File: config.mk
export PLATFORM = sky130hd
export DESIGN_NAME = pmh_host_port
export DESIGN_NICKNAME = d
export VERILOG_FILES = /design/src/pmh_pkg.sv /design/src/pmh_stream_if.sv /design/src/pmh_uart_rx.sv /design/src/pmh_buffer.sv /design/src/pmh_host_port.sv
export SDC_FILE = /design/constraint.sdc
export NUM_CORES = 1
export LEC_CHECK = 0
export BUFFER_PORTS_ARGS = -buffer_cell sky130_fd_sc_hd__buf_4
export CORE_MARGIN = 2
export CORE_UTILIZATION = 58
export DETAILED_ROUTE_END_ITERATION = 8
export HOLD_SLACK_MARGIN = 0.1
export PLACE_DENSITY_LB_ADDON = 0.12
export SLEW_MARGIN = 20
export SYNTH_ARGS = -nofsm -noshare
export SYNTH_HDL_FRONTEND = slang
export SYNTH_SLANG_ARGS = --single-unit
File: constraint.sdc
create_clock -name clk -period 3.25 [get_ports clk]
set_input_delay 0.65 -clock clk [delete_from_list [all_inputs] [get_ports clk]]
set_output_delay 0.65 -clock clk [all_outputs]
set_load 0.02 [all_outputs]
File: src/pmh_pkg.sv
// package: register map, status and control fields, serial timing for the parallel midi host port
package pmh_pkg;
    localparam logic register_select_data = 1'h0;
    localparam logic register_select_status = 1'h1;
    localparam int status_byte_waiting_bit = 0;
    localparam int status_rx_busy_bit = 1;
    localparam int status_overrun_bit = 2;
    localparam int status_uart_mode_bit = 7;
    localparam logic [7:0] control_enter_uart = 8'h3f;
    localparam logic [7:0] control_reset = 8'hff;
    localparam logic [7:0] status_reset = 8'h00;
    localparam logic [7:0] data_reset = 8'h00;
    localparam int clock_hz = 250000000;
    localparam int midi_baud = 31250;
    localparam int bit_cycles = clock_hz / midi_baud;
    localparam int half_bit_cycles = bit_cycles / 2;
    localparam int sync_stages = 3;
endpackage

File: src/pmh_stream_if.sv
// interface: valid/ready byte stream between the port's own modules
`timescale 1ns/1ps
interface pmh_stream_if;
    logic valid;
    logic ready;
    logic [7:0] data;
    modport source (output valid, output data, input ready);
    modport sink (input valid, input data, output ready);
endinterface

File: src/pmh_uart_rx.sv
// module: serial midi receiver, 8n1 at the midi baud rate
`timescale 1ns/1ps
module pmh_uart_rx #(
    parameter int bit_cycles = pmh_pkg::bit_cycles
) (
    input wire logic clk,
    input wire logic srst,
    input wire logic serial_in,
    pmh_stream_if.source out,
    output logic busy,
    output logic overrun
);
    logic [12:0] count;
    logic [12:0] next_count;
    logic [3:0] bit_index;
    logic [3:0] next_bit_index;
    logic [7:0] shift;
    logic [7:0] next_shift;
    logic active;
    logic next_active;
    logic out_valid;
    logic next_out_valid;
    logic [7:0] out_data;
    logic [7:0] next_out_data;
    logic next_overrun;

    always_comb begin
        next_count = count;
        next_bit_index = bit_index;
        next_shift = shift;
        next_active = active;
        next_out_valid = out_valid && !out.ready;
        next_out_data = out_data;
        next_overrun = 1'b0;
        if (!active) begin
            if (!serial_in) begin
                next_active = 1'b1;
                next_count = 13'(bit_cycles / 2);
                next_bit_index = 4'h0;
            end
        end else if (count != 13'h0) begin
            next_count = count - 13'h1;
        end else begin
            next_count = 13'(bit_cycles - 1);
            next_bit_index = bit_index + 4'h1;
            if (bit_index == 4'h0) begin
                // a glitch shorter than half a bit is not a start bit
                next_active = !serial_in;
            end else if (bit_index < 4'h9) begin
                next_shift = {serial_in, shift[7:1]};
            end else begin
                next_active = 1'b0;
                if (serial_in) begin
                    // the receiver cannot wait: a full buffer loses the byte and says so
                    if (next_out_valid) begin
                        next_overrun = 1'b1;
                    end else begin
                        next_out_valid = 1'b1;
                        next_out_data = shift;
                    end
                end
            end
        end
    end

    always_ff @(posedge clk) begin
        if (srst) begin
            count <= 13'h0;
            bit_index <= 4'h0;
            shift <= 8'h00;
            active <= 1'b0;
            out_valid <= 1'b0;
            out_data <= 8'h00;
            overrun <= 1'b0;
        end else begin
            count <= next_count;
            bit_index <= next_bit_index;
            shift <= next_shift;
            active <= next_active;
            out_valid <= next_out_valid;
            out_data <= next_out_data;
            overrun <= next_overrun;
        end
    end

    assign out.valid = out_valid;
    assign out.data = out_data;
    assign busy = active;
endmodule

File: src/pmh_buffer.sv
// module: two-entry valid/ready buffer for received bytes
`timescale 1ns/1ps
module pmh_buffer (
    input wire logic clk,
    input wire logic srst,
    input wire logic flush,
    pmh_stream_if.sink in,
    pmh_stream_if.source out
);
    logic [7:0] slot [2];
    logic [7:0] next_slot [2];
    logic [1:0] fill;
    logic [1:0] next_fill;
    logic do_push;
    logic do_pop;

    always_comb begin
        do_push = in.valid && (fill != 2'h2);
        do_pop = (fill != 2'h0) && out.ready;
        next_slot = slot;
        next_fill = fill;
        if (do_pop) begin
            next_slot[0] = slot[1];
        end
        if (do_push) begin
            next_slot[(fill - 2'(do_pop)) == 2'h0 ? 0 : 1] = in.data;
        end
        next_fill = fill + 2'(do_push) - 2'(do_pop);
        if (flush) begin
            next_fill = 2'h0;
        end
    end

    always_ff @(posedge clk) begin
        if (srst) begin
            slot[0] <= 8'h00;
            slot[1] <= 8'h00;
            fill <= 2'h0;
        end else begin
            slot <= next_slot;
            fill <= next_fill;
        end
    end

    assign in.ready = (fill != 2'h2);
    assign out.valid = (fill != 2'h0);
    assign out.data = slot[0];
endmodule

File: src/pmh_host_port.sv
// module: parallel midi host port with serial receiver and uart pass-through
// Summary of operation
// - register_select 0 picks data; 1 picks status on read, control on write.
// - chip select and read strobe low drive data or status onto host_bus.
// - read strobe rising edge acknowledges the presented data byte.
// - write strobe rising edge commits the byte host_bus held while the strobe was low, as a host command or control.
// - interrupt output rises when a received midi byte awaits the host.
// - host reading the byte clears the interrupt after the read completes.
// - after reset serial midi bytes go to the internal synthesizer.
// - in uart mode serial midi bytes go to the host data register.
// - host_bus is 8-bit bidirectional, governed only by select and strobes.
// - strobes are ignored unless chip select is low.
`timescale 1ns/1ps
module pmh_host_port #(
    // serial bit time in clocks; the serial rate is a board choice, so it stays overridable
    parameter int bit_cycles = pmh_pkg::bit_cycles
) (
    input wire logic clk,
    input wire logic srst,
    input wire logic chip_select_n,
    input wire logic read_n,
    input wire logic write_n,
    input wire logic register_select,
    input wire logic [7:0] host_bus_in,
    output logic [7:0] host_bus_out,
    output logic host_bus_oe,
    output logic byte_irq,
    input wire logic serial_midi_input,
    output logic synth_valid,
    output logic [7:0] synth_data,
    input wire logic synth_ready,
    output logic host_cmd_valid,
    output logic [7:0] host_cmd_data,
    output logic [7:0] control_value
);
    // every select, strobe and midi pin passes three flops; a level counts once stages two and three agree
    logic [2:0] sync_cs;
    logic [2:0] sync_rd;
    logic [2:0] sync_wr;
    logic [2:0] sync_a0;
    logic [2:0] sync_midi;
    // the bus has two flops only: it is taken while the strobe is known low, never alone
    logic [7:0] bus_s1;
    logic [7:0] bus_s2;
    logic cs_n;
    logic rd_n;
    logic wr_n;
    logic a0;
    logic midi;
    logic next_cs_n;
    logic next_rd_n;
    logic next_wr_n;
    logic next_a0;
    logic next_midi;

    function automatic logic settle(input logic [2:0] s, input logic held);
        settle = (s[1] == s[2]) ? s[2] : held;
    endfunction

    always_comb begin
        next_cs_n = settle(sync_cs, cs_n);
        next_rd_n = settle(sync_rd, rd_n);
        next_wr_n = settle(sync_wr, wr_n);
        next_a0 = settle(sync_a0, a0);
        next_midi = settle(sync_midi, midi);
    end

    always_ff @(posedge clk) begin
        if (srst) begin
            sync_cs <= 3'h7;
            sync_rd <= 3'h7;
            sync_wr <= 3'h7;
            sync_a0 <= 3'h0;
            sync_midi <= 3'h7;
            bus_s1 <= 8'h00;
            bus_s2 <= 8'h00;
            cs_n <= 1'b1;
            rd_n <= 1'b1;
            wr_n <= 1'b1;
            a0 <= 1'b0;
            midi <= 1'b1;
        end else begin
            sync_cs <= {sync_cs[1:0], chip_select_n};
            sync_rd <= {sync_rd[1:0], read_n};
            sync_wr <= {sync_wr[1:0], write_n};
            sync_a0 <= {sync_a0[1:0], register_select};
            sync_midi <= {sync_midi[1:0], serial_midi_input};
            bus_s1 <= host_bus_in;
            bus_s2 <= bus_s1;
            cs_n <= next_cs_n;
            rd_n <= next_rd_n;
            wr_n <= next_wr_n;
            a0 <= next_a0;
            midi <= next_midi;
        end
    end

    // receiver and buffer
    pmh_stream_if rx_stream();
    pmh_stream_if buf_stream();
    logic rx_busy;
    logic rx_overrun;
    logic uart_mode;
    logic flush;

    pmh_uart_rx #(.bit_cycles(bit_cycles)) u_rx (
        .clk(clk),
        .srst(srst),
        .serial_in(midi),
        .out(rx_stream.source),
        .busy(rx_busy),
        .overrun(rx_overrun)
    );

    pmh_buffer u_buf (
        .clk(clk),
        .srst(srst),
        .flush(flush),
        .in(rx_stream.sink),
        .out(buf_stream.source)
    );

    // host strobe decoding; strobes count only while chip select is low
    logic rd_active;
    logic wr_active;
    logic rd_rise;
    logic wr_rise;
    logic rd_prev;
    logic wr_prev;
    logic [7:0] wr_byte;
    logic [7:0] next_wr_byte;
    assign rd_active = !cs_n && !rd_n;
    assign wr_active = !cs_n && !wr_n;
    assign rd_rise = rd_prev && !rd_active;
    assign wr_rise = wr_prev && !wr_active;

    // data register: holds the byte presented to the host
    logic [7:0] midi_data;
    logic [7:0] next_midi_data;
    logic byte_waiting;
    logic next_byte_waiting;
    logic [7:0] port_control;
    logic [7:0] next_port_control;
    logic next_uart_mode;
    logic overrun_flag;
    logic next_overrun_flag;
    logic [7:0] port_status;
    logic take;
    logic ack_data;
    logic [7:0] next_bus_out;
    logic next_bus_oe;
    logic next_cmd_valid;
    logic [7:0] next_cmd_data;

    always_comb begin
        port_status = pmh_pkg::status_reset;
        port_status[pmh_pkg::status_byte_waiting_bit] = byte_waiting;
        port_status[pmh_pkg::status_rx_busy_bit] = rx_busy;
        port_status[pmh_pkg::status_overrun_bit] = overrun_flag;
        port_status[pmh_pkg::status_uart_mode_bit] = uart_mode;
    end

    always_comb begin
        // a read of data in progress freezes the byte so the host sees a stable value
        ack_data = rd_rise && (a0 == pmh_pkg::register_select_data);
        take = uart_mode && buf_stream.valid && (!byte_waiting || ack_data) && !rd_active;
        next_midi_data = midi_data;
        next_byte_waiting = byte_waiting;
        if (ack_data) begin
            next_byte_waiting = 1'b0;
        end
        if (take) begin
            next_midi_data = buf_stream.data;
            next_byte_waiting = 1'b1;
        end
        next_port_control = port_control;
        next_uart_mode = uart_mode;
        next_cmd_valid = 1'b0;
        next_cmd_data = host_cmd_data;
        flush = 1'b0;
        // the byte is caught while the write strobe is still low, in step with the bus flops,
        // because a host may take its data away as soon as the strobe rises
        next_wr_byte = wr_byte;
        if (!sync_wr[1] && !sync_cs[1]) begin
            next_wr_byte = bus_s2;
        end
        if (wr_rise) begin
            if (a0 == pmh_pkg::register_select_data) begin
                next_cmd_valid = 1'b1;
                next_cmd_data = wr_byte;
            end else begin
                next_port_control = wr_byte;
                if (wr_byte == pmh_pkg::control_enter_uart) begin
                    next_uart_mode = 1'b1;
                end else if (wr_byte == pmh_pkg::control_reset) begin
                    // interface reset returns the serial input to the synthesizer
                    next_uart_mode = 1'b0;
                    next_byte_waiting = 1'b0;
                    flush = 1'b1;
                end
            end
        end
        // overrun set wins over its clear by a status read
        next_overrun_flag = overrun_flag;
        if (rd_rise && a0 == pmh_pkg::register_select_status) begin
            next_overrun_flag = 1'b0;
        end
        if (rx_overrun) begin
            next_overrun_flag = 1'b1;
        end
        next_bus_oe = rd_active;
        next_bus_out = (a0 == pmh_pkg::register_select_data) ? midi_data : port_status;
    end

    // synthesizer path takes the buffer when not in uart mode
    assign buf_stream.ready = uart_mode ? take : synth_ready;

    always_ff @(posedge clk) begin
        if (srst) begin
            rd_prev <= 1'b0;
            wr_prev <= 1'b0;
            wr_byte <= 8'h00;
            midi_data <= pmh_pkg::data_reset;
            byte_waiting <= 1'b0;
            port_control <= pmh_pkg::control_reset;
            uart_mode <= 1'b0;
            overrun_flag <= 1'b0;
            host_bus_out <= 8'h00;
            host_bus_oe <= 1'b0;
            byte_irq <= 1'b0;
            synth_valid <= 1'b0;
            synth_data <= 8'h00;
            host_cmd_valid <= 1'b0;
            host_cmd_data <= 8'h00;
            control_value <= pmh_pkg::control_reset;
        end else begin
            rd_prev <= rd_active;
            wr_prev <= wr_active;
            wr_byte <= next_wr_byte;
            midi_data <= next_midi_data;
            byte_waiting <= next_byte_waiting;
            port_control <= next_port_control;
            uart_mode <= next_uart_mode;
            overrun_flag <= next_overrun_flag;
            host_bus_out <= next_bus_out;
            host_bus_oe <= next_bus_oe;
            byte_irq <= next_byte_waiting;
            synth_valid <= !uart_mode && buf_stream.valid && synth_ready;
            synth_data <= buf_stream.data;
            host_cmd_valid <= next_cmd_valid;
            host_cmd_data <= next_cmd_data;
            control_value <= next_port_control;
        end
    end
endmodule

# After elaboration in Yosys (flattened, before gate mapping)
# Index checks and enable logic that the tools add are counted.
[word_totals]
reg_bits = 145
latchBits = 0
mem_bits_rw = 0
romBits = 0
inputBits = 16
output_inout_bits = 36
word_cells = 147
memories = 0
[classes]
add_sub_neg = 5
multipliers = 0
n_div = 0
order_cmp = 3
eq_ne = 10
n_shift = 0
mux = 40
bitwise = 9
reduce_logical = 44
[ops]
columns = ["cell", "n"]
rows = [
  ["two-way mux 13 bit", 3],
  ["greater-or-equal comparator 32 x 2 -> 1 bit, second input constant", 1],
  ["less-than comparator 32 x 1 -> 1 bit, second input constant", 1],
  ["inverter 32 bit", 1],
  ["two-way mux 1 bit", 28],
  ["two-way mux 8 bit", 3],
  ["bitwise mux 16 bit", 1],
  ["logical AND 1 bit", 16],
  ["two-way mux 16 bit", 1],
  ["nonzero test 13 bit", 1],
  ["subtractor 13 x 1 -> 13 bit, second input constant", 1],
  ["two-way mux 4 bit", 3],
  ["zero test 1 bit", 11],
  ["demux 8 bit (select 1 bit)", 1],
  ["equality test 8 x 6 -> 1 bit, second input constant", 1],
  ["equality test 8 bit, second input constant", 1],
  ["inverter 1 bit", 8],
  ["AND reduction 2 bit", 3],
  ["AND reduction 6 bit", 1],
  ["nonzero test 2 bit", 3],
  ["OR reduction 2 bit", 3],
  ["OR reduction 6 bit", 1],
  ["equality test 1 bit", 5],
  ["adder 4 x 1 -> 4 bit, second input constant", 1],
  ["other kinds (10)", 12],
]

# Depth between registers and ports, before layout
# Gate-level depths: netlist of the first run.
[logic_depth]
ltp_word = 20
mapped_depth = 12
ltp_nobuf = 9

# Hierarchy
# From an unflattened synthesis of the first run, not the netlist that was laid out.
[hier_totals]
hier_cells = 578
area_unflattened_um2 = 5587.9
[by_module_without_submodules]
columns = ["module", "n_inst", "cells_each", "area_per_inst_um2"]
rows = [
  ["pmh_host_port", 1, 281, 2926.6],
  ["pmh_uart_rx", 1, 195, 1754.2],
  ["pmh_buffer", 1, 102, 907.1],
]

# Worst setup path before layout of the first run
# OpenSTA, ideal clock, no wires.
[synth_path]
kind = "input port to flip-flop"
startpoint = "in synth_ready"
endpoint = "reg u_buf.slot (netlist bit u_buf.out.data[0])"
arrival_time_ps = 2702
required_time_ps = 3114
path_slack_ps = 412
path_stages = 11
n_path_buf = 3
path_cell_list = "nand2b_1 > clkbuf_1 > a21o_1 > clkbuf_1 > inv_1 > ha_1 > inv_1 > or4b_2 > clkbuf_1 > o21ai_0 > a211oi_1"
[synth_via]
elab_chain_cells = 12
[synth_lines]
columns = ["item", "line", "source"]
rows = [
  ["start, declared", "pmh_host_port.sv:31", "input wire logic synth_ready,"],
  ["two-way mux 1 bit (*)", "pmh_host_port.sv:216", "assign buf_stream.ready = uart_mode ? take : synth_ready;"],
  ["logical AND 1 bit (*)", "pmh_buffer.sv:19", "do_pop = (fill != 2'h0) && out.ready;"],
  ["subtractor 2 x 1 -> 2 bit", "pmh_buffer.sv:26", "next_slot[(fill - 2'(do_pop)) == 2'h0 ? 0 : 1] = in.data;"],
  ["zero test 2 bit", "pmh_buffer.sv:26", ""],
  ["two-way mux 1 bit", "pmh_buffer.sv:26", ""],
  ["inverter 32 bit", "pmh_buffer.sv:26", ""],
  ["greater-or-equal comparator 32 x 2 -> 1 bit (not written as such) / less-than comparator 32 x 1 -> 1 bit (equally long branches)", "pmh_buffer.sv:26", ""],
  ["logical AND 1 bit (not written as such)", "pmh_buffer.sv:26", ""],
  ["two-way mux 8 bit", "pmh_buffer.sv:26", ""],
  ["demux 8 bit (select 1 bit)", "pmh_buffer.sv:26", ""],
  ["bitwise mux 16 bit", "pmh_buffer.sv:26", ""],
  ["two-way mux 16 bit (*)", "pmh_buffer.sv:25", "if (do_push) begin"],
  ["end signal, assigned", "pmh_buffer.sv:40", "slot <= next_slot;"],
  ["end, declared", "pmh_buffer.sv:10", "logic [7:0] slot [2];"],
]
# Mark *: on every way between the ends. The rest lies on a longest branch, timed or not.
# A chain may end at the register's enable or synchronous reset.

# Final worst setup path of the first run
[layout_path]
startpoint = "reg cs_n"
endpoint = "reg u_buf.slot (netlist bit u_buf.out.data[1])"
[layout_via]
elab_chain_cells = 20
[layout_lines]
columns = ["item", "line", "source"]
rows = [
  ["start, declared", "pmh_host_port.sv:45", "logic cs_n;"],
  ["start signal, assigned", "pmh_host_port.sv:90", "cs_n <= next_cs_n;"],
  ["zero test 1 bit (*)", "pmh_host_port.sv:132", "assign rd_active = !cs_n && !rd_n;"],
  ["logical AND 1 bit (*)", "pmh_host_port.sv:132", ""],
  ["zero test 1 bit (*)", "pmh_host_port.sv:134, pmh_host_port.sv:166", ""],
  ["logical AND 1 bit", "pmh_host_port.sv:134", "assign rd_rise = rd_prev && !rd_active;"],
  ["logical AND 1 bit", "pmh_host_port.sv:165", "ack_data = rd_rise && (a0 == pmh_pkg::register_select_data);"],
  ["logical OR 1 bit", "pmh_host_port.sv:166", "take = uart_mode && buf_stream.valid && (!byte_waiting || ack_data) && !rd_active;"],
  ["logical AND 1 bit", "pmh_host_port.sv:166", ""],
  ["logical AND 1 bit (*)", "pmh_host_port.sv:166", ""],
  ["(+4 left out)", "n/a", ""],
  ["two-way mux 1 bit", "pmh_buffer.sv:26", ""],
  ["inverter 32 bit", "pmh_buffer.sv:26", ""],
  ["greater-or-equal comparator 32 x 2 -> 1 bit (not written as such) / less-than comparator 32 x 1 -> 1 bit (equally long branches)", "pmh_buffer.sv:26", ""],
  ["logical AND 1 bit (not written as such)", "pmh_buffer.sv:26", ""],
  ["two-way mux 8 bit", "pmh_buffer.sv:26", ""],
  ["demux 8 bit (select 1 bit)", "pmh_buffer.sv:26", ""],
  ["bitwise mux 16 bit", "pmh_buffer.sv:26", ""],
  ["two-way mux 16 bit (*)", "pmh_buffer.sv:25", ""],
]
# Marked as above.

==> run summary, run 1 <==
The worst-skew pair later-pin latency is 510 ps. The antenna diode count was 0. The category of the critical setup timing path was flop to flop. The tools report the number of buffers on the longest clock path as 2. The final route contains 4119 vias. Across the whole layout, storage elements account for 0.00290 mm^2. Entering global routing, the biggest net connects 62 pins. Cell at the root of the clock tree: clkbuf_8. The tools report the post-placement worst setup slack as 279 ps. The analysis attributes to cell leakage a power of 2.58 nW. STA classifies the critical path endpoint as a flop. The tools report the register area share after synthesis as 0.537. The count of buffers from port buffering was 51. For this run, design rule violations remaining after detail routing come to 0.

The slew at the pin closest to its max-slew limit was 1000 ps; the violation count after the first detailed-route iteration was 168. The tools report the final critical-path setup slack as 497 ps. The biggest fanout along the worst timing path is 9. The portion of the clock cycle consumed by the worst path in the final layout works out to 0.847. The highest achievable clock rate is 363 MHz. In this run the register-to-register setup slack is 500 ps. In the synthesized netlist, the number of instances is 570.

The critical path contains buffers and inverters numbering 2 combined. The number of pins with negative max-slew slack in the final report is 0, and the overall routed net length is 10.5 mm. Compared with the post-synthesis result, the final layout area differs by 20.2%. Clock tree synthesis found a total of 145 sinks. TritonCTS built the clock tree.

For the worst setup path, the data arrival time is 3130 ps. The number of primary I/O pins was 52; the total area of multi-input combinational cells was 0.00229 mm^2. Counting the buffers created by CTS gives 17. The floorplan step set the die width to 101 um. Category of the worst setup path launch point: a flop. The clock tree synthesis step divided the H-tree into 4 levels.

VDD sags by at most 0.000331 V. The top cell type's share of synthesized area was 0.537; the count of max-cap constraint violations was 0. The power after layout was 4.52 mW. The top register by number of flip-flops is u_rx.count.

The number of global-route vias before repair is 3891, and the area enclosed by the die boundary is 0.0101 mm^2. In this run the most critical hold path is launched from serial_midi_input. The tools report the global-route total usage across every layer as 0.219. The library cell with the largest summed area after synthesis was dfxtp_1. The worst path required time was 3630 ps. The tools report the relative contribution of sequential cells to total power as 0.431. The number of nets in the synthesized netlist is 591.

The hold violation total from the final report came out at 0. Internal power comes to 3.50 mW. The slowest stage of the critical path belongs to the cell or4b_2. The setup fix buffers added after clock tree synthesis is 0, and the Yosys warning count is 0. The count of nets left with antenna violations once routing finished came out at 0. The number of rows in the core area came out at 35. The final core utilization came out at 0.710. The shortest period the worst path allows was 2750 ps.

The floorplan step defined a core boundary enclosing 0.00915 mm^2. The critical path goes through o21ai_0, a21o_1, a21o_1, inv_1, ha_1, inv_1, or4b_2, o21ai_0, a211oi_1. The tools report the net total in the final layout as 632. Setup repair after global routing left no endpoint under its margin. Adding up every negative setup slack in the final design gives 0 ps. The number of different library cells used by synthesis comes to 52. The highest cell delay on the worst timing path is 780 ps, and the initial antenna violation count is 0.

The most numerous cell in the Yosys netlist is dfxtp_1. The analysis attributes to net switching a power of 1.02 mW. After detailed routing, the average wire length per cell comes to 14.3 um. The first detailed-routing pass took 4 iterations. Sorting the synthesized cells by area gives the leading types as dfxtp_1 54%, mux2i_1 6.7%, nand2_1 3.9%.

In this run the critical register-to-register path is launched from cs_n$_SDFFE_PP1N_. The kind of cell with the highest combined delay along the critical path is compound AO/OA/AOI/OAI gates. The synthesized design contains 0 enable-type register cells. The switching share of power is 0.226, and the average instance area after synthesis is 9.48 um^2. The initial standard-cell utilization of the core is 0.590.

By count the netlist is led by 145 x dfxtp_1, 56 x nand2_1, 50 x nor2_1. The top flip-flop cell by instance count after synthesis was dfxtp_1. The endpoint of the lowest-slack register-to-register path is u_buf.out.data[1]$_SDFF_PP0_.

The proportion of power drawn by combinational gates is 0.090, and the post-detailed-route via-to-cell ratio is 5.60. The post-synthesis instance area came out at 0.00540 mm^2. Summed over all layers, the global routing overflow is 0. The run finished with clean final reports.

The register with the most flip-flops in the layout has 13 of them. The proportion of register bits with asynchronous set or reset after synthesis works out to 0. The number of cells on the worst reg-to-reg path is 9.

Clock skew on the completed layout was measured at 9.72 ps. End of the worst hold path: sync_midi[0]$_SDFF_PP1_. Gates resized during post-CTS repair numbered 0. Along the worst hold path, the cell count comes to 2.

In this run the power density over the cells is 696 mW/mm^2. The min-delay analysis places its worst path in the category primary input to flop. The remaining max-slew budget at the tightest pin came out at 0.326. For this design, the CTS-stage hold fixing added 0 buffers. The floorplan die height was 101 um; the placed wire-length estimate after detailed placement was 7.08 mm. In this run, synthesis produced a sequential element count of 145. The number of fillers in the final layout is 683.

At the end of routability-driven placement, the weighted congestion stood at 0.870. The logs give 0 for the total of endpoints with negative setup slack in the final report and 17.7 mm for the global-route wire length before repair. The proportion of layout cells with a drive suffix above 1 was 0.188; the proportion of power drawn by the clock network was 0.479. After clock tree synthesis, the clock-pin slew on the worst setup and hold paths is 60 ps.
-- placed cells by master, fill, tap and decap left out, types with 13 or more instances in the layout --
| cell | instances |
|---|---|
| dfxtp_1 | 145 |
| buf_4 | 58 |
| nand2_1 | 56 |
| nor2_1 | 50 |
| o21ai_0 | 40 |
| mux2i_1 | 36 |
| a21oi_1 | 35 |
| nor2b_1 | 30 |
| clkbuf_16 | 16 |
| or2_2 | 15 |
| inv_1 | 14 |
| nand3_1 | 13 |
-- per-stage QoR --
step | hold slack [ps] | area, um^2 | instances
floorplan | 389 | 5400 | 570
global placement | 394 | 5820 | 703
detailed placement | 399 | 5820 | 703
CTS | 305 | 6500 | 735
global route | 298 | 6500 | 735
finish | 329 | 6500 | 735
-- final cells by class --
class                           instances  share of cell area
Clock buffer                           20              0.0686
Multi-Input combinational cell        375               0.353
Timing Repair Buffer                   58              0.0670
Inverter                               14             0.00809
Sequential cell                       145               0.447
Tap cell                              111              0.0214
Clock inverter                         12              0.0350
-- metal layers --
metal  vias to the layer above  GRT usage  wire (um)  part of all wire
met5                         -          0          0                 0
met4                         0     0.0864        167             0.016
met3                        12     0.0603        408             0.039
met2                       102      0.359       5070              0.48
met1                      1936      0.276       4860              0.46
li1                       2069          -          -                 -
-- worst max-delay path by stage --
stage / start / endpoint / slack, ps / depth (start not counted)
3_3_place_gp: synth_ready / u_buf.out.data[6]$_SDFF_PP0_ / 390 / 9
6_report: cs_n$_SDFFE_PP1N_ / u_buf.out.data[1]$_SDFF_PP0_ / 500 / 9
3_5_place_dp: synth_ready / u_buf.out.data[1]$_SDFF_PP0_ / 280 / 9
2_1_floorplan: synth_ready / u_buf.out.data[0]$_SDFF_PP0_ / 410 / 11
4_1_cts: cs_n$_SDFFE_PP1N_ / u_buf.out.data[5]$_SDFF_PP0_ / 510 / 9
5_1_grt: cs_n$_SDFFE_PP1N_ / u_buf.out.data[3]$_SDFF_PP0_ / 190 / 10
-- power by group through the flow --
stage	combinational [mW]	clock, mW	sequential, mW
after floorplan	0.255	0	1.99
after global placement	0.385	0	1.98
after detailed placement	0.406	0	1.99
after CTS	0.408	2.20	1.95
after global routing	0.451	2.27	1.96
final	0.409	2.17	1.95
-- cell families (layout without fill, tap and decap cells) --
kind of cell	count (synthesis)	count (layout)	share of synthesized area
AND/OR/NAND/NOR	210	210	0.202
flip-flops	145	145	0.537
XOR/XNOR	2	2	0.00324
multiplexers	37	37	0.0688
adder cells (fa/ha/maj)	5	5	0.0116
AO/OA/AOI/OAI	121	121	0.139
buffers and inverters	50	104	0.0382
-- worst register-to-register path, cell delays in order, from the launching register on --
cell and delay, ps:
dfxtp_1 380, o21ai_0 170, a21o_1 250, a21o_1 310
inv_1 90, ha_1 280, inv_1 80, or4b_2 780
o21ai_0 220, a211oi_1 70
Note: power is estimated with default switching activity, not from simulation.
==> run 2: changes to the inputs <==
clock period = 2.8 ns   (was 3.25 ns; I/O delays follow)
==> run 2 against run 1 <==
Critical path depth did not move. Count of clock-buffer cells in the layout stayed put. Non-clock buffer count is 7 higher. Via count grew 2.1%. Die area unchanged.
==> run summary, run 2 (synthesis gave the netlist of run 1 again) <==
The flow ran to the end, and the final reports show no timing, DRC or antenna violations. Before antenna repair, the detailed router went through 5 iterations. For the pin with the worst max-slew slack, the measured transition is 879 ps. The number of antenna diodes in the final layout is 0. The die extent in x was 101 um. The critical path starts at cs_n$_SDFFE_PP1N_. The total overflow left after global routing is 0. Counting along the longest clock path gives a buffer depth of 2. Initial antenna violation count: 0. For this run, design rule violations remaining after detail routing come to 0.

The logs give 0.220 for the global-route total usage across every layer and 15.0 ps for the worst setup skew after layout. After clock tree synthesis, the clock-pin slew on the worst setup and hold paths is 60 ps. STA classifies the critical path endpoint as a flop.

Post-placement worst setup slack: 260 ps. The worst hold path begins at read_n. Setup violations remaining at the end of the flow were counted as 0. Derived from the worst setup path, the maximum achievable clock frequency is 391 MHz. Summing all non-filler instances in the final layout gives an area of 0.00646 mm^2. The proportion of layout cells with a drive suffix above 1 was 0.198; the count of buffers from port buffering was 51. The kind of cell adding the most delay to the critical path is compound AO/OA/AOI/OAI gates. The top register by number of flip-flops is u_rx.count. Leaving out fill and tap cells, the most frequent cell in the layout is dfxtp_1. After detailed placement, the total cell area comes to 0.00588 mm^2. Setup repair after global routing left no endpoint under its margin. Cell at the root of the clock tree: clkbuf_8.

The number of pins with negative max-slew slack in the final report is 0. The post-detailed-route via-to-cell ratio is 5.67, and the H-tree level count is 4. Along the worst path, the maximum fanout reaches 9. The tools report the pin count of the biggest net entering global routing as 58. For the worst-skew pair, the clock arrives at the later sink with an insertion delay of 520 ps.

In this run the remaining antenna-violating nets after routing total 0. The clock drives 145 sinks. The number of buffers and inverters on the critical path was 2. TritonCTS created 17 clock buffers. The first global-routing pass estimated 17.7 mm of wire.

The library cells used most frequently in the layout, excluding fill and tap cells, are 145 x dfxtp_1, 65 x buf_4, 56 x nand2_1. STA classifies the critical path startpoint as a flop. The routability congestion estimate from global placement is 0.824, and the data arrival at the endpoint of the critical path is 2940 ps. The cell with the largest stage delay on the worst path was or4b_2.

The number of rows in the core area came out at 35. The run gives 10.5 mm as the overall routed net length. For the final critical-path setup slack, the log shows 240 ps. The run gives 4.91 mW as the power after layout. Counting I/O delays and the setup requirement, the final critical path takes 2560 ps. The number of primary I/O pins came out at 52. The routed wire length per instance works out to 14.2 um. The tools report the net total in the final layout as 639. The tools report the origin of the critical flop-to-flop path as cs_n$_SDFFE_PP1N_.

The total power divided by cell area is 761 mW/mm^2, and the maximum resistive drop on vdd is 0.000500 V. Hold violation total from the final report: 0. The signal on the critical path passes through o21ai_0, a21o_2, a21o_1, inv_1, ha_1, inv_1, or4b_2, o21ai_0, a211oi_1. Detailed-route via count: 4205.

The floorplan die height is 101 um, and the area enclosed by the die boundary is 0.0101 mm^2. The core region area came out at 0.00915 mm^2. Across the run, the number of max-cap violations was 0. The portion of the clock cycle consumed by the worst path in the final layout works out to 0.914. Detailed placement ended at an HPWL of 7.13 mm.

The logs give 0 ps for the setup TNS and 3843 for the number of global-route vias before repair. TritonCTS built the clock tree. The initial standard-cell utilization of the core was 0.590; the static leakage was 2.55 nW. Buffers inserted to repair hold after CTS numbered 0.

The worst hold path belongs to the class primary input to flop. The register with the most flip-flops in the layout has 13 of them. For this run, the slowest stage of the critical path takes 770 ps.

For the worst setup path, the data required time is 3180 ps. The detailed router finished its first iteration with 186 violations. The relative area change from synthesis to final layout was 19.5%. For the remaining max-slew budget at the tightest pin, the log shows 0.413. The category of the critical setup timing path was flop to flop.
==> run 2: cell count changes in the layout (fill, tap and decap cells not counted), sizes merged <==
cell and delta:
buf +7, clkinv -1, clkinvlp +5, bufinv -4
==> run 2: final cells by class <==
| cell class | count | area, um^2 |
|---|---|---|
| Clock buffer | 20 | 445 |
| Multi-Input combinational cell | 375 | 2300 |
| Clock inverter | 12 | 133 |
| Tap cell | 111 | 139 |
| Fill cell | 707 | 2700 |
| Sequential cell | 145 | 2900 |
| Inverter | 14 | 52.6 |
| Timing Repair Buffer | 65 | 488 |
==> run 2: what timing repair did <==
item,CTS,global route
setup buffers,0,0
endpoints found under the setup margin,0,1
resized for setup,0,1
==> run 2: through the flow <==
stage	hold slack (ps)	std cells	util
2_1_floorplan	389	570	-
3_3_place_gp	391	710	0.642
3_5_place_dp	396	710	0.642
4_1_cts	213	742	0.705
5_1_grt	195	742	0.705
6_report	222	742	0.705
==> run 2: worst paths after layout <==
check / to / cells past startpoint / slack, ps
min: sync_rd[0]$_SDFF_PP1_ / 2 / 220
min reg2reg: sync_cs[1]$_SDFF_PP1_ / 1 / 410
max: u_buf.out.data[4]$_SDFF_PP0_ / 9 / 240
max reg2reg: u_buf.out.data[4]$_SDFF_PP0_ / 9 / 240
==> run 2: power by group <==
| part | internal (mW) | switching, mW | leakage, nW | total [mW] |
|---|---|---|---|---|
| Combinational | 0.225 | 0.269 | 1.11 | 0.493 |
| Sequential | 2.18 | 0.0816 | 1.18 | 2.26 |
| Clock | 1.32 | 0.844 | 0.266 | 2.16 |
| Total | 3.72 | 1.19 | 2.55 | 4.91 |
==> run 2: per-layer routing <==
| metal | track usage | wire, um |
|---|---|---|
| met1 | 0.277 | 4770 |
| met2 | 0.361 | 5050 |
| met4 | 0.0790 | 160 |
| met5 | 0 | 0 |
| met3 | 0.0631 | 543 |
==> run 3: changes to the inputs <==
ABC_AREA = 1   (was default)
==> run 3 against run 2 <==
Setup slack better by 320 ps. Synthesized cell count up 24%. Clock power up 7%. Hold slack worse by 10 ps. Largest cell class unchanged. Highest routed layer unchanged.
==> run summary, run 3 <==
The top cell type's share of synthesized area works out to 0.523. The logs give 0 for the Yosys warning count and 19.1 mm for the global-route wire length before repair. The post-synthesis instance area was 0.00555 mm^2. Sorting the synthesized cells by area gives the leading types as dfxtp_1 52%, nor2_1 8.7%, nand2_1 7.4%.

Wires add up to 11.3 mm. After clock tree synthesis, the flow added hold-fix buffers numbering 0. The relative area change from synthesis to final layout was 19.2%; the count of buffers from port buffering was 51. Dividing total power by cell area gives a power density of 696 mW/mm^2.

The critical path is of the flop to flop type. In the final routed layout, each cell accounts on average for 12.6 um. The proportion of register bits with asynchronous set or reset after synthesis is 0, and the highest achievable clock rate is 446 MHz. The clock buffer count from CTS is 17. The H-tree was split into 4 levels. Start point of the critical path: cs_n$_SDFFE_PP1N_.

Fill cells in the final layout number 741. The detailed-route via count is 4445, and the number of synthesized register bits is 145. The shortest period the worst path allows is 2240 ps, and the antenna diode count is 0.

The logs give 0.822 for the routability congestion estimate from global placement and 0.600 for the initial standard-cell utilization of the core. The remaining max-slew budget at the tightest pin came out at 0.548. The portion of the clock cycle consumed by the worst path in the final layout was 0.800. Net count after synthesis: 726. 52 I/O pins were placed. The biggest area contributor in the post-synthesis netlist is dfxtp_1. The number of cell instances on the worst register-to-register path was 12.

The maximum resistive drop on vdd was 0.000428 V; the remaining global-route overflow was 0. The tools report the hold violation total from the final report as 0. The final critical-path setup slack came out at 560 ps.

The worst register-to-register path begins at cs_n$_SDFFE_PP1N_. The sequential cells in the finished layout cover a total of 0.00290 mm^2. In this run the vertical extent of the chip is 102 um. Setup total negative slack on the finished layout was measured at 0 ps. TritonCTS built the clock tree. The pin count of the biggest net entering global routing was 68. Xor and xnor area share after synthesis: 0.0171. The clock net in this run drives a total of 145 sinks. Clock-pin slew was measured on the worst setup and hold paths at 70 ps. The number of global-route vias before repair came out at 4171. STA classifies the critical path startpoint as a flop. Worst reg-to-reg setup slack: 560 ps. For the proportion of power drawn by the clock network, the log shows 0.503.

In this run, placement finished with an instance count of 864. Worst-skew pair later-pin latency: 530 ps. Leaving out fill and tap cells, the most frequent cell in the layout is dfxtp_1. Once detailed placement completed, the half-perimeter wirelength came to 7.39 mm. In this run, synthesis inferred 0 flip-flops with an integrated enable.

The kind of end point of the critical path was a flop. The floorplan step defined a die boundary enclosing 0.0104 mm^2. The run gives 0.715 as the final core utilization.

The logs give 1.10 mW for the net switching power and 3.02 nW for the static leakage. The count of cells in the finished layout, fillers not included, comes to 896. Data on the critical path is required at its endpoint by 3250 ps. Top flip-flop cell by instance count after synthesis: dfxtp_1. Row generation in the floorplan step produced 35 rows. The post-cts resize count was 0.

In the layout the commonest cells are 145 x dfxtp_1, 128 x nor2_1, 110 x nand2_1. The number of flip-flops under the largest register name was 13; the number of standard cells after synthesis was 705. The post-detailed-route via-to-cell ratio is 4.96, and the final design area excluding fillers is 0.00661 mm^2. The post-synthesis compound-gate area fraction is 0.102. The initial antenna violation count was 0; the internal cell power was 3.51 mW. Data on the critical path arrives at its endpoint at 2690 ps. The post-placement worst setup slack is 608 ps, and the count of max-cap constraint violations is 0. The proportion of power drawn by combinational gates is 0.039, and the proportion of layout cells with a drive suffix above 1 is 0.172.

The run gives 0.458 as the relative contribution of sequential cells to total power. Most numerous cell in the Yosys netlist: dfxtp_1. Mux cell area share after synthesis: 0. Setup repair after global routing left no endpoint under its margin. The run gives 0.235 as the global-route total usage across every layer. Cell at the root of the clock tree: clkbuf_8. The number of detailed-routing iterations run before antenna repair was 5.

Measured along the x axis, the die boundary spans 102 um. The top register by number of flip-flops was u_rx.count. The startpoint identified for the worst hold timing path is write_n. The min-delay analysis places its worst path in the category primary input to flop.

The switching share of power came out at 0.239. The arithmetic-cell share of the synthesized area counting full adders, half adders and majority gates came out at 0.0113. The run gives 775 as the net total in the final layout.

A synthesized cell averages 7.87 um^2. The number of pins with negative max-slew slack in the final report was 0; the violation count after the first detailed-route iteration was 140. The tools report the instance area at placement as 0.00600 mm^2. The simple-gate area share of the yosys netlist was 0.259. The run finished with clean final reports. The tools report the setup fix buffers added after clock tree synthesis as 0. Setup violations remaining at the end of the flow were counted as 0. For this run, design rule violations remaining after detail routing come to 0. For the pin with the worst max-slew slack, the measured transition is 677 ps.

For the number of different library cells in the post-synthesis netlist, the log shows 38. After synthesis, the largest family of logic cells by area is simple AND/OR/NAND/NOR gates. The register area share after synthesis was 0.523; the number of buffers on the longest clock path was 2. The core region area is 0.00924 mm^2. The multi-input combinational cells in the finished layout cover a total of 0.00216 mm^2. The commonest cells after synthesis are 145 x dfxtp_1, 128 x nor2_1, 110 x nand2_1. For the number of antenna-violating nets in the routed design, the log shows 0.

The biggest fanout along the worst timing path was 27; the worst setup skew after layout was 23.5 ps.
run 3: worst min path at each step:
stage	to	depth (start not counted)
6_report	sync_wr[0]$_SDFF_PP1_	2
5_1_grt	sync_rd[0]$_SDFF_PP1_	2
4_1_cts	sync_wr[0]$_SDFF_PP1_	2
3_5_place_dp	sync_a0[1]$_SDFF_PP0_	2
3_3_place_gp	bus_s2[2]$_SDFF_PP0_	2
2_1_floorplan	bus_s2[0]$_SDFF_PP0_	2
run 3: metal layers:
| layer | share of wire | up-vias | global-route usage | wire, um |
|---|---|---|---|---|
| li1 | - | 2310 | - | - |
| met1 | 0.45 | 2020 | 0.294 | 5070 |
| met2 | 0.49 | 104 | 0.391 | 5510 |
| met3 | 0.049 | 11 | 0.0559 | 548 |
| met4 | 0.013 | 0 | 0.0946 | 145 |
| met5 | 0 | - | 0 | 0 |
run 3: layout make-up:
class	count	share of cell area
flip-flops and latches	145	0.439
multi-input cells	441	0.327
clock buffers	18	0.0647
repair buffers	57	0.0647
inverters	92	0.0522
clock inverters	14	0.0280
well taps	129	0.0244
run 3: cells by family after synthesis:
family | after synthesis
buffers and inverters | 119
AO/OA/AOI/OAI | 109
adder cells (fa/ha/maj) | 5
flip-flops | 145
XOR/XNOR | 10
AND/OR/NAND/NOR | 317
run 3: metrics by stage:
step	power, mW	hold slack, ps
finish	4.60	212
CTS	4.63	204
detailed placement	2.33	395
global route	4.74	213
floorplan	2.28	388
global placement	2.33	389
run 3: worst max-delay path, cell delays in order (launching register included):
cell,delay [ps]
dfxtp_1,340
inv_2,50
nand2_1,100
nand3_1,110
nand2_1,110
nand2_4,250
nand2_1,90
ha_1,220
xnor2_2,200
nand2_1,70
nand2_1,340
o21ai_0,140
a21oi_1,140
run 3: power groups by stage:
stage / clock, mW / combinational [mW] / sequential, mW
detailed placement: 0 / 0.181 / 2.15
CTS: 2.34 / 0.182 / 2.11
global placement: 0 / 0.175 / 2.15
finish: 2.32 / 0.181 / 2.11
global route: 2.43 / 0.204 / 2.11
floorplan: 0 / 0.132 / 2.15
